--- src/common/spra_pkg.sv ---
/*
 package of the serial port block: answer header bytes, sync depth,
 timing budgets and state codes. assumes a 200 MHz system clock.
*/
package spra_pkg;
   localparam int CLK_PERIOD_PS = 5000;
   localparam int SYNC_STAGES = 3;
   // output valid budget after a serial clock edge
   localparam int T_DV_NS = 450;
   localparam int T_DV_CYC = (T_DV_NS * 1000) / CLK_PERIOD_PS;
   // sync stages, filter, output flop
   localparam int OUT_LAT_CYC = SYNC_STAGES + 2;
   localparam int BYTE_BITS = 8;
   localparam int ANSWER_BITS = 32;
   localparam logic [7:0] answer_header_byte_one = 8'h19;
   localparam logic [7:0] answer_header_byte_two = 8'h55;
   localparam logic [7:0] answer_header_byte_three = 8'haa;
   localparam logic [7:0] answer_header_byte_four = 8'h55;
   localparam logic [31:0] ANSWER_WORD = {answer_header_byte_four, answer_header_byte_three,
                                          answer_header_byte_two, answer_header_byte_one};
   // pin slots in the synchroniser vector
   localparam int PIN_SCL = 0;
   localparam int PIN_SDA = 1;
   localparam int PIN_CSN = 2;
   localparam int PIN_RST = 3;
   localparam int PIN_COUNT = 4;
   typedef enum logic [2:0] {
      ST_STBY = 3'b000,
      ST_RX = 3'b001,
      ST_RX_ACK = 3'b010,
      ST_TX = 3'b011,
      ST_TX_MACK = 3'b100,
      ST_ANS = 3'b101
   } spra_state_t;
endpackage

--- src/common/spra_stream_if.sv ---
/*
 valid/ready byte stream between the port logic and its fifo.
 assumes both ends sit on the same clock.
*/
`timescale 1ns/1ps
interface spra_stream_if #(parameter int W = 8);
   logic valid;
   logic ready;
   logic [W-1:0] data;
   modport src (output valid, output data, input ready);
   modport snk (input valid, input data, output ready);
endinterface

--- src/logic/spra_fifo.sv ---
/*
 flip-flop fifo with valid/ready on both sides.
 assumes one clock and an asynchronous active-high reset.
*/
`timescale 1ns/1ps
module spra_fifo #(
   parameter int W = 8,
   parameter int DEPTH = 16
) (
   // clock and reset
   input wire logic clock,
   input wire logic rst,
   // fill and drain sides
   spra_stream_if.snk wr,
   spra_stream_if.src rd
);
   localparam int AW = $clog2(DEPTH);
   localparam logic [AW:0] DEPTH_C = (AW + 1)'(DEPTH);

   generate
      if (DEPTH < 2 || (1 << AW) != DEPTH) begin : g_bad_depth
         $error("fifo depth must be a power of two, at least 2");
      end
   endgenerate

   logic [W-1:0] mem_r [DEPTH];
   logic [AW-1:0] wp_r;
   logic [AW-1:0] rp_r;
   logic [AW:0] cnt_r;
   logic [AW:0] cnt_nxt;
   logic ready_r;
   wire push = wr.valid & ready_r;
   wire pop = rd.ready & (cnt_r != '0);

   assign cnt_nxt = cnt_r + (AW + 1)'(push) - (AW + 1)'(pop);
   // registered ready keeps the fill side glitch free, straight off a flop
   assign wr.ready = ready_r;
   assign rd.valid = (cnt_r != '0);
   assign rd.data = mem_r[rp_r];

   always_ff @(posedge clock) begin
      if (push) begin
         mem_r[wp_r] <= wr.data;
      end
   end

   always_ff @(posedge clock or posedge rst) begin
      if (rst) begin
         wp_r <= '0;
         rp_r <= '0;
         cnt_r <= '0;
         ready_r <= 1'b1;
      end else begin
         wp_r <= wp_r + AW'(push);
         rp_r <= rp_r + AW'(pop);
         cnt_r <= cnt_nxt;
         ready_r <= (cnt_nxt != DEPTH_C);
      end
   end
endmodule

--- src/logic/spra_port.sv ---
/*
 serial port slave of a protected memory: start/stop, byte receive
 with acknowledge, byte send from a fifo, and the 32-bit reset answer.
 assumes all pins are asynchronous to clock and that the array logic
 reports internal writes on write_busy.
*/
`timescale 1ns/1ps
module spra_port #(
   parameter int FIFO_DEPTH = 16
) (
   // system
   input wire logic clock,
   input wire logic rst,
   // serial pins
   input wire logic scl_in,
   input wire logic cs_n_in,
   input wire logic card_rst_in,
   input wire logic sda_in,
   output logic sda_out,
   output logic sda_oe,
   // array side
   input wire logic write_busy,
   input wire logic read_mode,
   input wire logic tx_valid,
   input wire logic [7:0] tx_data,
   output logic tx_ready,
   output logic rx_valid,
   output logic [7:0] rx_data,
   output logic standby
);
   generate
      if (spra_pkg::OUT_LAT_CYC > spra_pkg::T_DV_CYC) begin : g_bad_clk
         $error("clock too slow for the output valid budget");
      end
   endgenerate

   // pin synchronisers: change accepted once stages two and three agree
   localparam int NP = spra_pkg::PIN_COUNT;
   wire [NP-1:0] pins_raw = {card_rst_in, cs_n_in, sda_in, scl_in};
   logic [NP-1:0] s1_r;
   logic [NP-1:0] s2_r;
   logic [NP-1:0] s3_r;
   logic [NP-1:0] filt_r;
   wire [NP-1:0] agree = ~(s2_r ^ s3_r);
   wire [NP-1:0] rise = agree & s3_r & ~filt_r;
   wire [NP-1:0] fall = agree & ~s3_r & filt_r;

   genvar gi;
   for (gi = 0; gi < NP; gi++) begin : g_sync
      // reset pin idles low; matching the idle level avoids a false edge
      localparam logic IDLE_LVL = (gi != spra_pkg::PIN_RST);
      always_ff @(posedge clock or posedge rst) begin
         if (rst) begin
            s1_r[gi] <= IDLE_LVL;
            s2_r[gi] <= IDLE_LVL;
            s3_r[gi] <= IDLE_LVL;
            filt_r[gi] <= IDLE_LVL;
         end else begin
            s1_r[gi] <= pins_raw[gi];
            s2_r[gi] <= s1_r[gi];
            s3_r[gi] <= s2_r[gi];
            filt_r[gi] <= agree[gi] ? s3_r[gi] : filt_r[gi];
         end
      end
   end

   // both views high: a data move landing with the clock fall is no condition
   wire scl_hi = filt_r[spra_pkg::PIN_SCL] & s3_r[spra_pkg::PIN_SCL];
   wire scl_rise = rise[spra_pkg::PIN_SCL];
   wire scl_fall = fall[spra_pkg::PIN_SCL];
   wire sda_now = s3_r[spra_pkg::PIN_SDA];
   wire cs_hi = filt_r[spra_pkg::PIN_CSN];
   wire cs_fall = fall[spra_pkg::PIN_CSN];
   wire rstp_rise = rise[spra_pkg::PIN_RST];
   wire rstp_fall = fall[spra_pkg::PIN_RST];
   // no start or stop is recognised while we own the line
   wire start_cond = fall[spra_pkg::PIN_SDA] & scl_hi & ~sda_oe;
   wire stop_cond = rise[spra_pkg::PIN_SDA] & scl_hi & ~sda_oe;

   // outgoing bytes
   spra_stream_if #(.W(8)) in_if ();
   spra_stream_if #(.W(8)) out_if ();
   assign in_if.valid = tx_valid;
   assign in_if.data = tx_data;
   assign tx_ready = in_if.ready;

   spra_fifo #(.W(8), .DEPTH(FIFO_DEPTH)) u_fifo (
      .clock(clock),
      .rst(rst),
      .wr(in_if.snk),
      .rd(out_if.src)
   );

   spra_pkg::spra_state_t state_r;
   spra_pkg::spra_state_t state_nxt;
   logic [5:0] cnt_r;
   logic [5:0] cnt_nxt;
   logic [31:0] sh_r;
   logic [31:0] sh_nxt;
   logic sda_out_r;
   logic sda_out_nxt;
   logic sda_oe_r;
   logic sda_oe_nxt;
   logic rx_valid_r;
   logic rx_valid_nxt;
   logic [7:0] rx_data_r;
   logic [7:0] rx_data_nxt;
   logic asleep_r;
   logic asleep_nxt;
   logic standby_r;
   logic pop;

   localparam logic [5:0] BYTE_LAST = 6'(spra_pkg::BYTE_BITS - 1);
   localparam logic [5:0] BYTE_END = 6'(spra_pkg::BYTE_BITS);
   localparam logic [5:0] ANS_END = 6'(spra_pkg::ANSWER_BITS);
   wire more_tx = read_mode & out_if.valid;
   assign out_if.ready = pop;

   always_comb begin
      state_nxt = state_r;
      cnt_nxt = cnt_r;
      sh_nxt = sh_r;
      sda_out_nxt = sda_out_r;
      sda_oe_nxt = sda_oe_r;
      rx_valid_nxt = 1'b0;
      rx_data_nxt = rx_data_r;
      asleep_nxt = asleep_r;
      pop = 1'b0;
      if (cs_hi) begin
         // deselect aborts everything, answer included
         state_nxt = spra_pkg::ST_STBY;
         sda_oe_nxt = 1'b0;
         asleep_nxt = 1'b1;
      end else if (rstp_rise && !write_busy && state_r != spra_pkg::ST_ANS) begin
         state_nxt = spra_pkg::ST_ANS;
         sh_nxt = spra_pkg::ANSWER_WORD;
         cnt_nxt = '0;
         sda_oe_nxt = 1'b0;
         asleep_nxt = 1'b0;
      end else if (start_cond) begin
         state_nxt = spra_pkg::ST_RX;
         cnt_nxt = '0;
         asleep_nxt = 1'b0;
      end else if (stop_cond) begin
         // standby itself waits on write_busy below
         state_nxt = spra_pkg::ST_STBY;
         sda_oe_nxt = 1'b0;
         cnt_nxt = '0;
         asleep_nxt = 1'b1;
      end else begin
         if (cs_fall) begin
            asleep_nxt = 1'b0;
         end
         unique case (state_r)
            spra_pkg::ST_STBY: begin
               sda_oe_nxt = 1'b0;
            end
            spra_pkg::ST_RX: begin
               if (scl_rise) begin
                  rx_data_nxt = {rx_data_r[6:0], sda_now};
                  cnt_nxt = cnt_r + 6'h01;
                  if (cnt_r == BYTE_LAST) begin
                     rx_valid_nxt = 1'b1;
                     cnt_nxt = '0;
                     state_nxt = spra_pkg::ST_RX_ACK;
                  end
               end
            end
            spra_pkg::ST_RX_ACK: begin
               if (scl_rise) begin
                  sda_out_nxt = 1'b0;
                  sda_oe_nxt = 1'b1;
               end else if (scl_fall && sda_oe_r) begin
                  sda_oe_nxt = 1'b0;
                  pop = more_tx;
                  sh_nxt = {24'h000000, out_if.data};
                  state_nxt = more_tx ? spra_pkg::ST_TX : spra_pkg::ST_RX;
               end
            end
            spra_pkg::ST_TX: begin
               if (scl_rise && cnt_r != BYTE_END) begin
                  sda_out_nxt = sh_r[7];
                  sda_oe_nxt = 1'b1;
                  sh_nxt = {sh_r[30:0], 1'b0};
                  cnt_nxt = cnt_r + 6'h01;
               end else if (scl_fall && cnt_r == BYTE_END) begin
                  sda_oe_nxt = 1'b0;
                  cnt_nxt = '0;
                  state_nxt = spra_pkg::ST_TX_MACK;
               end
            end
            spra_pkg::ST_TX_MACK: begin
               if (scl_fall) begin
                  pop = more_tx;
                  sh_nxt = {24'h000000, out_if.data};
                  state_nxt = more_tx ? spra_pkg::ST_TX : spra_pkg::ST_RX;
               end
            end
            spra_pkg::ST_ANS: begin
               if ((rstp_fall && cnt_r == '0) || (scl_fall && cnt_r != '0)) begin
                  if (cnt_r == ANS_END) begin
                     sda_oe_nxt = 1'b0;
                     state_nxt = spra_pkg::ST_STBY;
                     asleep_nxt = 1'b1;
                  end else begin
                     sda_out_nxt = sh_r[0];
                     sda_oe_nxt = 1'b1;
                     sh_nxt = {1'b0, sh_r[31:1]};
                     cnt_nxt = cnt_r + 6'h01;
                  end
               end
            end
            default: begin
               state_nxt = spra_pkg::ST_STBY;
               sda_oe_nxt = 1'b0;
            end
         endcase
      end
   end

   always_ff @(posedge clock or posedge rst) begin
      if (rst) begin
         state_r <= spra_pkg::ST_STBY;
         cnt_r <= '0;
         sh_r <= '0;
         sda_out_r <= 1'b1;
         sda_oe_r <= 1'b0;
         rx_valid_r <= 1'b0;
         rx_data_r <= '0;
         asleep_r <= 1'b1;
         standby_r <= 1'b1;
      end else begin
         state_r <= state_nxt;
         cnt_r <= cnt_nxt;
         sh_r <= sh_nxt;
         sda_out_r <= sda_out_nxt;
         sda_oe_r <= sda_oe_nxt;
         rx_valid_r <= rx_valid_nxt;
         rx_data_r <= rx_data_nxt;
         asleep_r <= asleep_nxt;
         standby_r <= asleep_nxt & ~write_busy;
      end
   end

   assign sda_out = sda_out_r;
   assign sda_oe = sda_oe_r;
   assign rx_valid = rx_valid_r;
   assign rx_data = rx_data_r;
   assign standby = standby_r;
endmodule

--- config.mk ---
export PLATFORM = sky130hd
export DESIGN_NAME = spra_port
export DESIGN_NICKNAME = d
export VERILOG_FILES = /design/src/common/spra_pkg.sv /design/src/common/spra_stream_if.sv /design/src/logic/spra_fifo.sv /design/src/logic/spra_port.sv
export SDC_FILE = /design/constraint.sdc
export NUM_CORES = 1
export LEC_CHECK = 0
export ABC_AREA = 1
export BUFFER_PORTS_ARGS = -buffer_cell sky130_fd_sc_hd__buf_2
export CAP_MARGIN = 20
export CELL_PAD_IN_SITES_DETAIL_PLACEMENT = 2
export CELL_PAD_IN_SITES_GLOBAL_PLACEMENT = 2
export CORE_AREA = 2 2 155 157
export CTS_BUF_LIST = sky130_fd_sc_hd__clkbuf_2
export CTS_CLUSTER_SIZE = 25
export DETAILED_ROUTE_END_ITERATION = 12
export DIE_AREA = 0 0 157 159
export PLACE_DENSITY = 0.91
export SLEW_MARGIN = 5
export SYNTH_ARGS = -nofsm -noshare
export SYNTH_HDL_FRONTEND = slang
export SYNTH_HIERARCHICAL = 1
export SYNTH_SLANG_ARGS = --single-unit
--- constraint.sdc ---
create_clock -name clock -period 5.65 [get_ports clock]
set_input_delay 1.13 -clock clock [delete_from_list [all_inputs] [get_ports clock]]
set_output_delay 1.13 -clock clock [all_outputs]
set_load 0.02 [all_outputs]
==> qor.yml <==
global_routing:
  grt_overflow_total: 0
  grt_util_all_layers_pct: 34.0
  grt_pass1_wl_mm: 63.2
  grt_max_degree: 71
  antenna_found_initial: 1
  grt_pass1_vias: 10100
final_layout:
  final_area_sq_um: 11000
  drive_gt1_share_pct: 14.3
  area_delta_synth_final_pct: 8.63
  final_cells: 1529
  seq_area_sq_um: 5970
  fin_nets: 1201
  multi_input_comb_area_sq_um: 3240
  fillers: 2499
timing:
  hold_violations: 0
  grt_setup_unrepaired: "false"
  drv_slew: 0
  fin_tns_setup_ns: 0
  hold_slack_ns: 0.283
  fin_crit_ns: 3.93
  post-route-period-util_pct: 69.5
  worstMarginPinSlew_ns: 1.16
  clock.fmax_mhz: 255
  fin_worst_skew_ns: 0.132
  setup_viol: 0
  max-slew-margin-rel_pct: 22.3
  setup_slack_ns: 1.72
route:
  via_count: 8768
  drt-total-wl_mm: 41.5
  wl_met2_mm: 21.2
  drt_first_pass_iters: 5
  drtAntennaViolNets: 0
  drc_errors: 0
  highest_layer: "met4"
  vias_per_cell: 5.73
  drt-met1-wl_mm: 15.7
  wl_met3_mm: 2.41
  wire_per_inst_um: 27.1
  drt_iter0_markers: 820
clock_tree:
  htreeDepth: 2
  cts_max_path_buffers: 3
  cts_resized: 0
  cts_tree: "yes"
  clock_sinks: 212
  insertion_delay_ns: 0.95
  post_cts_buffers: 0
  clk_pin_slew_worst_paths_ns: 0.13
  cts_made_buffers: 56
  cts_root_buffer: "clkbuf_2"
  postCtsHoldBufs: 0
logic_synthesis:
  synth_area_sq_um: 10100
  yosysMostFrequentCell: "nand2_1"
  ys_types: 37
  async_flop_share_pct: 39.6
  synth-seq-cells: 212
  ys_seq_area_share_pct: 58.8
  synth_common_cells: "nand2_1 (320), inv_1 (172), nand3_1 (154), edfxtp_1 (128), nor2_1 (74)"
  synth_edf_count: 128
  yosys-top-cells-area: "edfxtp_1 (38%), dfrtp_1 (17%), nand2_1 (12%)"
  synth_warnings: 6
  yosys_most_used_dff: "edfxtp_1"
  synth_top_area_share_pct: 37.9
  yosys.area.top_type: "edfxtp_1"
  syn_nets: 1148
  syn_avg_cell_area_sq_um: 9.13
  synth_cells: 1111
critical_path:
  path_cells: "inv_1, nor2_1, nand2_1, nand2_2, inv_2, nand3_2, nand2_1, nor2_4, nand2_4, nand2_1, nand2_1"
  end_kind: "flip-flop"
  max_stage_delay_ns: 0.71
  cpMaxStageDelayCell: "nor2_4"
  crit_top_cell: "nand2_1"
  critPathLaunchType: "flip-flop"
  critPathArrivalTime_ns: 4.63
  critPathKind: "reg2reg"
  path_max_fanout: 33
  worstPathRequired_ns: 6.36
power:
  vdd_drop_max_uv: 257
  leakage_nw: 5.16
  power-per-cell-area_nw_per_um2: 385
floorplan:
  row_count: 56
  core_sq_um: 23200
  dieArea_sq_um: 25000
  fp.dieW_um: 157
  num_io_pins: 30
  start_util_pct: 43.7
  die_y_um: 159
outcome:
  status: "completed"
placed_design:
  routabilityCongestion: 0.808
  dp_cells: 1423
  place_area_sq_um: 10500
  io_buffer_count: 29
  pre_cts_ws_ns: 1.14
  place_hpwl_mm: 22.8
job:
  drv_cap: 0
hold_path:
  hold_class: "in2async"
## routing by layer
layer	GRT usage, %	up-vias
li1	-	3718
met1	40.1	4524
met2	58.7	378
met3	6.86	148
met4	17.0	0
met5	0	-
## stage by stage
stage | utilization [%] | total power [mW]
4_1_cts | 47.4 | 4.25
3_3_place_gp | 45.1 | 2.80
5_1_grt | 47.5 | 4.43
2_1_floorplan | - | 2.60
6_report | 47.5 | 4.24
3_5_place_dp | 45.1 | 2.96
## worst paths after layout
path,from,endpoint,slack (ns),cells past startpoint
max in group asynchronous,rst,sh_r[15],4.35,3
min in group clock,cs_n_in,s1_r[2],0.33,1
worst max-delay path,state_r[0],sh_r[4],1.72,11
worst min-delay path,rst,u_fifo/cnt_r[4],0.28,2
worst max register to register,state_r[0],sh_r[4],1.72,11
worst min register to register,s1_r[0],s2_r[0],0.35,0
## report_power, final
group / internal (mW) / switching [mW]
combinational: 0.249 / 0.718
sequential: 1.89 / 0.185
clock: 0.424 / 0.773
total: 2.56 / 1.68
## sequential cells by signal, indices dropped and copies added, names as in the netlist
| register | flops |
|---|---|
| u_fifo/mem_r | 128 |
| sh_r | 32 |
| rx_data | 8 |
| cnt_r | 6 |
| u_fifo/cnt_r | 5 |
| s1_r | 4 |
| s2_r | 4 |
| u_fifo/rp_r | 4 |
| u_fifo/wp_r | 4 |
| filt_r | 3 |
| s3_r | 3 |
| state_r | 3 |
| asleep_r | 1 |
| cs_hi | 1 |
| rx_valid | 1 |
| sda_now | 1 |
| sda_oe | 1 |
| sda_out | 1 |
| standby | 1 |
| u_fifo/wr.ready | 1 |
## placed cells by master (no fill, tap or decap), types with 2 or more instances in the layout
cell type | synthesis | routed
xnor2_1 | 3 | 3
nor2_1 | 74 | 74
clkinv_1 | 1 | 8
edfxtp_1 | 128 | 128
o211ai_1 | 7 | 7
nand3b_1 | 2 | 2
a21oi_1 | 22 | 22
inv_6 | 0 | 2
o21ai_0 | 12 | 12
clkbuf_2 | 0 | 89
inv_2 | 5 | 6
nor3_1 | 6 | 6
xor2_1 | 6 | 6
buf_2 | 20 | 29
nand2_1 | 320 | 320
nand2_2 | 4 | 4
nand4_1 | 3 | 3
a21oi_2 | 2 | 2
nor2_4 | 4 | 4
nand3_1 | 154 | 154
ha_1 | 19 | 19
o221ai_1 | 10 | 10
dfstp_2 | 16 | 16
and2_1 | 2 | 2
dfrtp_1 | 68 | 67
clkinv_2 | 1 | 5
buf_4 | 5 | 7
o21ai_1 | 7 | 7
inv_1 | 172 | 171
o22ai_1 | 13 | 13
nand3_2 | 2 | 2
## kinds of logic (layout without fill, tap and decap cells)
family          count (synthesis)  in the layout  synth area share (%)
compound gates                 75             75                  4.53
flops                         212            212                  58.8
simple gates                  574            574                  24.1
buf+inv                       221            319                  9.29
other cells                     0              1                     0
xor+xnor                        9              9                 0.777
fa+ha+maj                      20             20                  2.54
## critical path, delay by kind of cell, from the launching register on
family                 cells  cell delay (ns)
DFF                        1             0.53
and+or+nand+nor            9             2.87
buffers and inverters      2             0.29
## final cells by class
class / count / share of cell area (%)
Multi-Input combinational cell: 678 / 29.4
Clock buffer: 89 / 4.04
Clock inverter: 14 / 0.647
Tap cell: 319 / 3.62
Timing Repair Buffer: 37 / 2.04
Inverter: 179 / 6.11
Antenna cell: 1 / 0.0227
Sequential cell: 212 / 54.2
(Power assumes the default switching activity.)
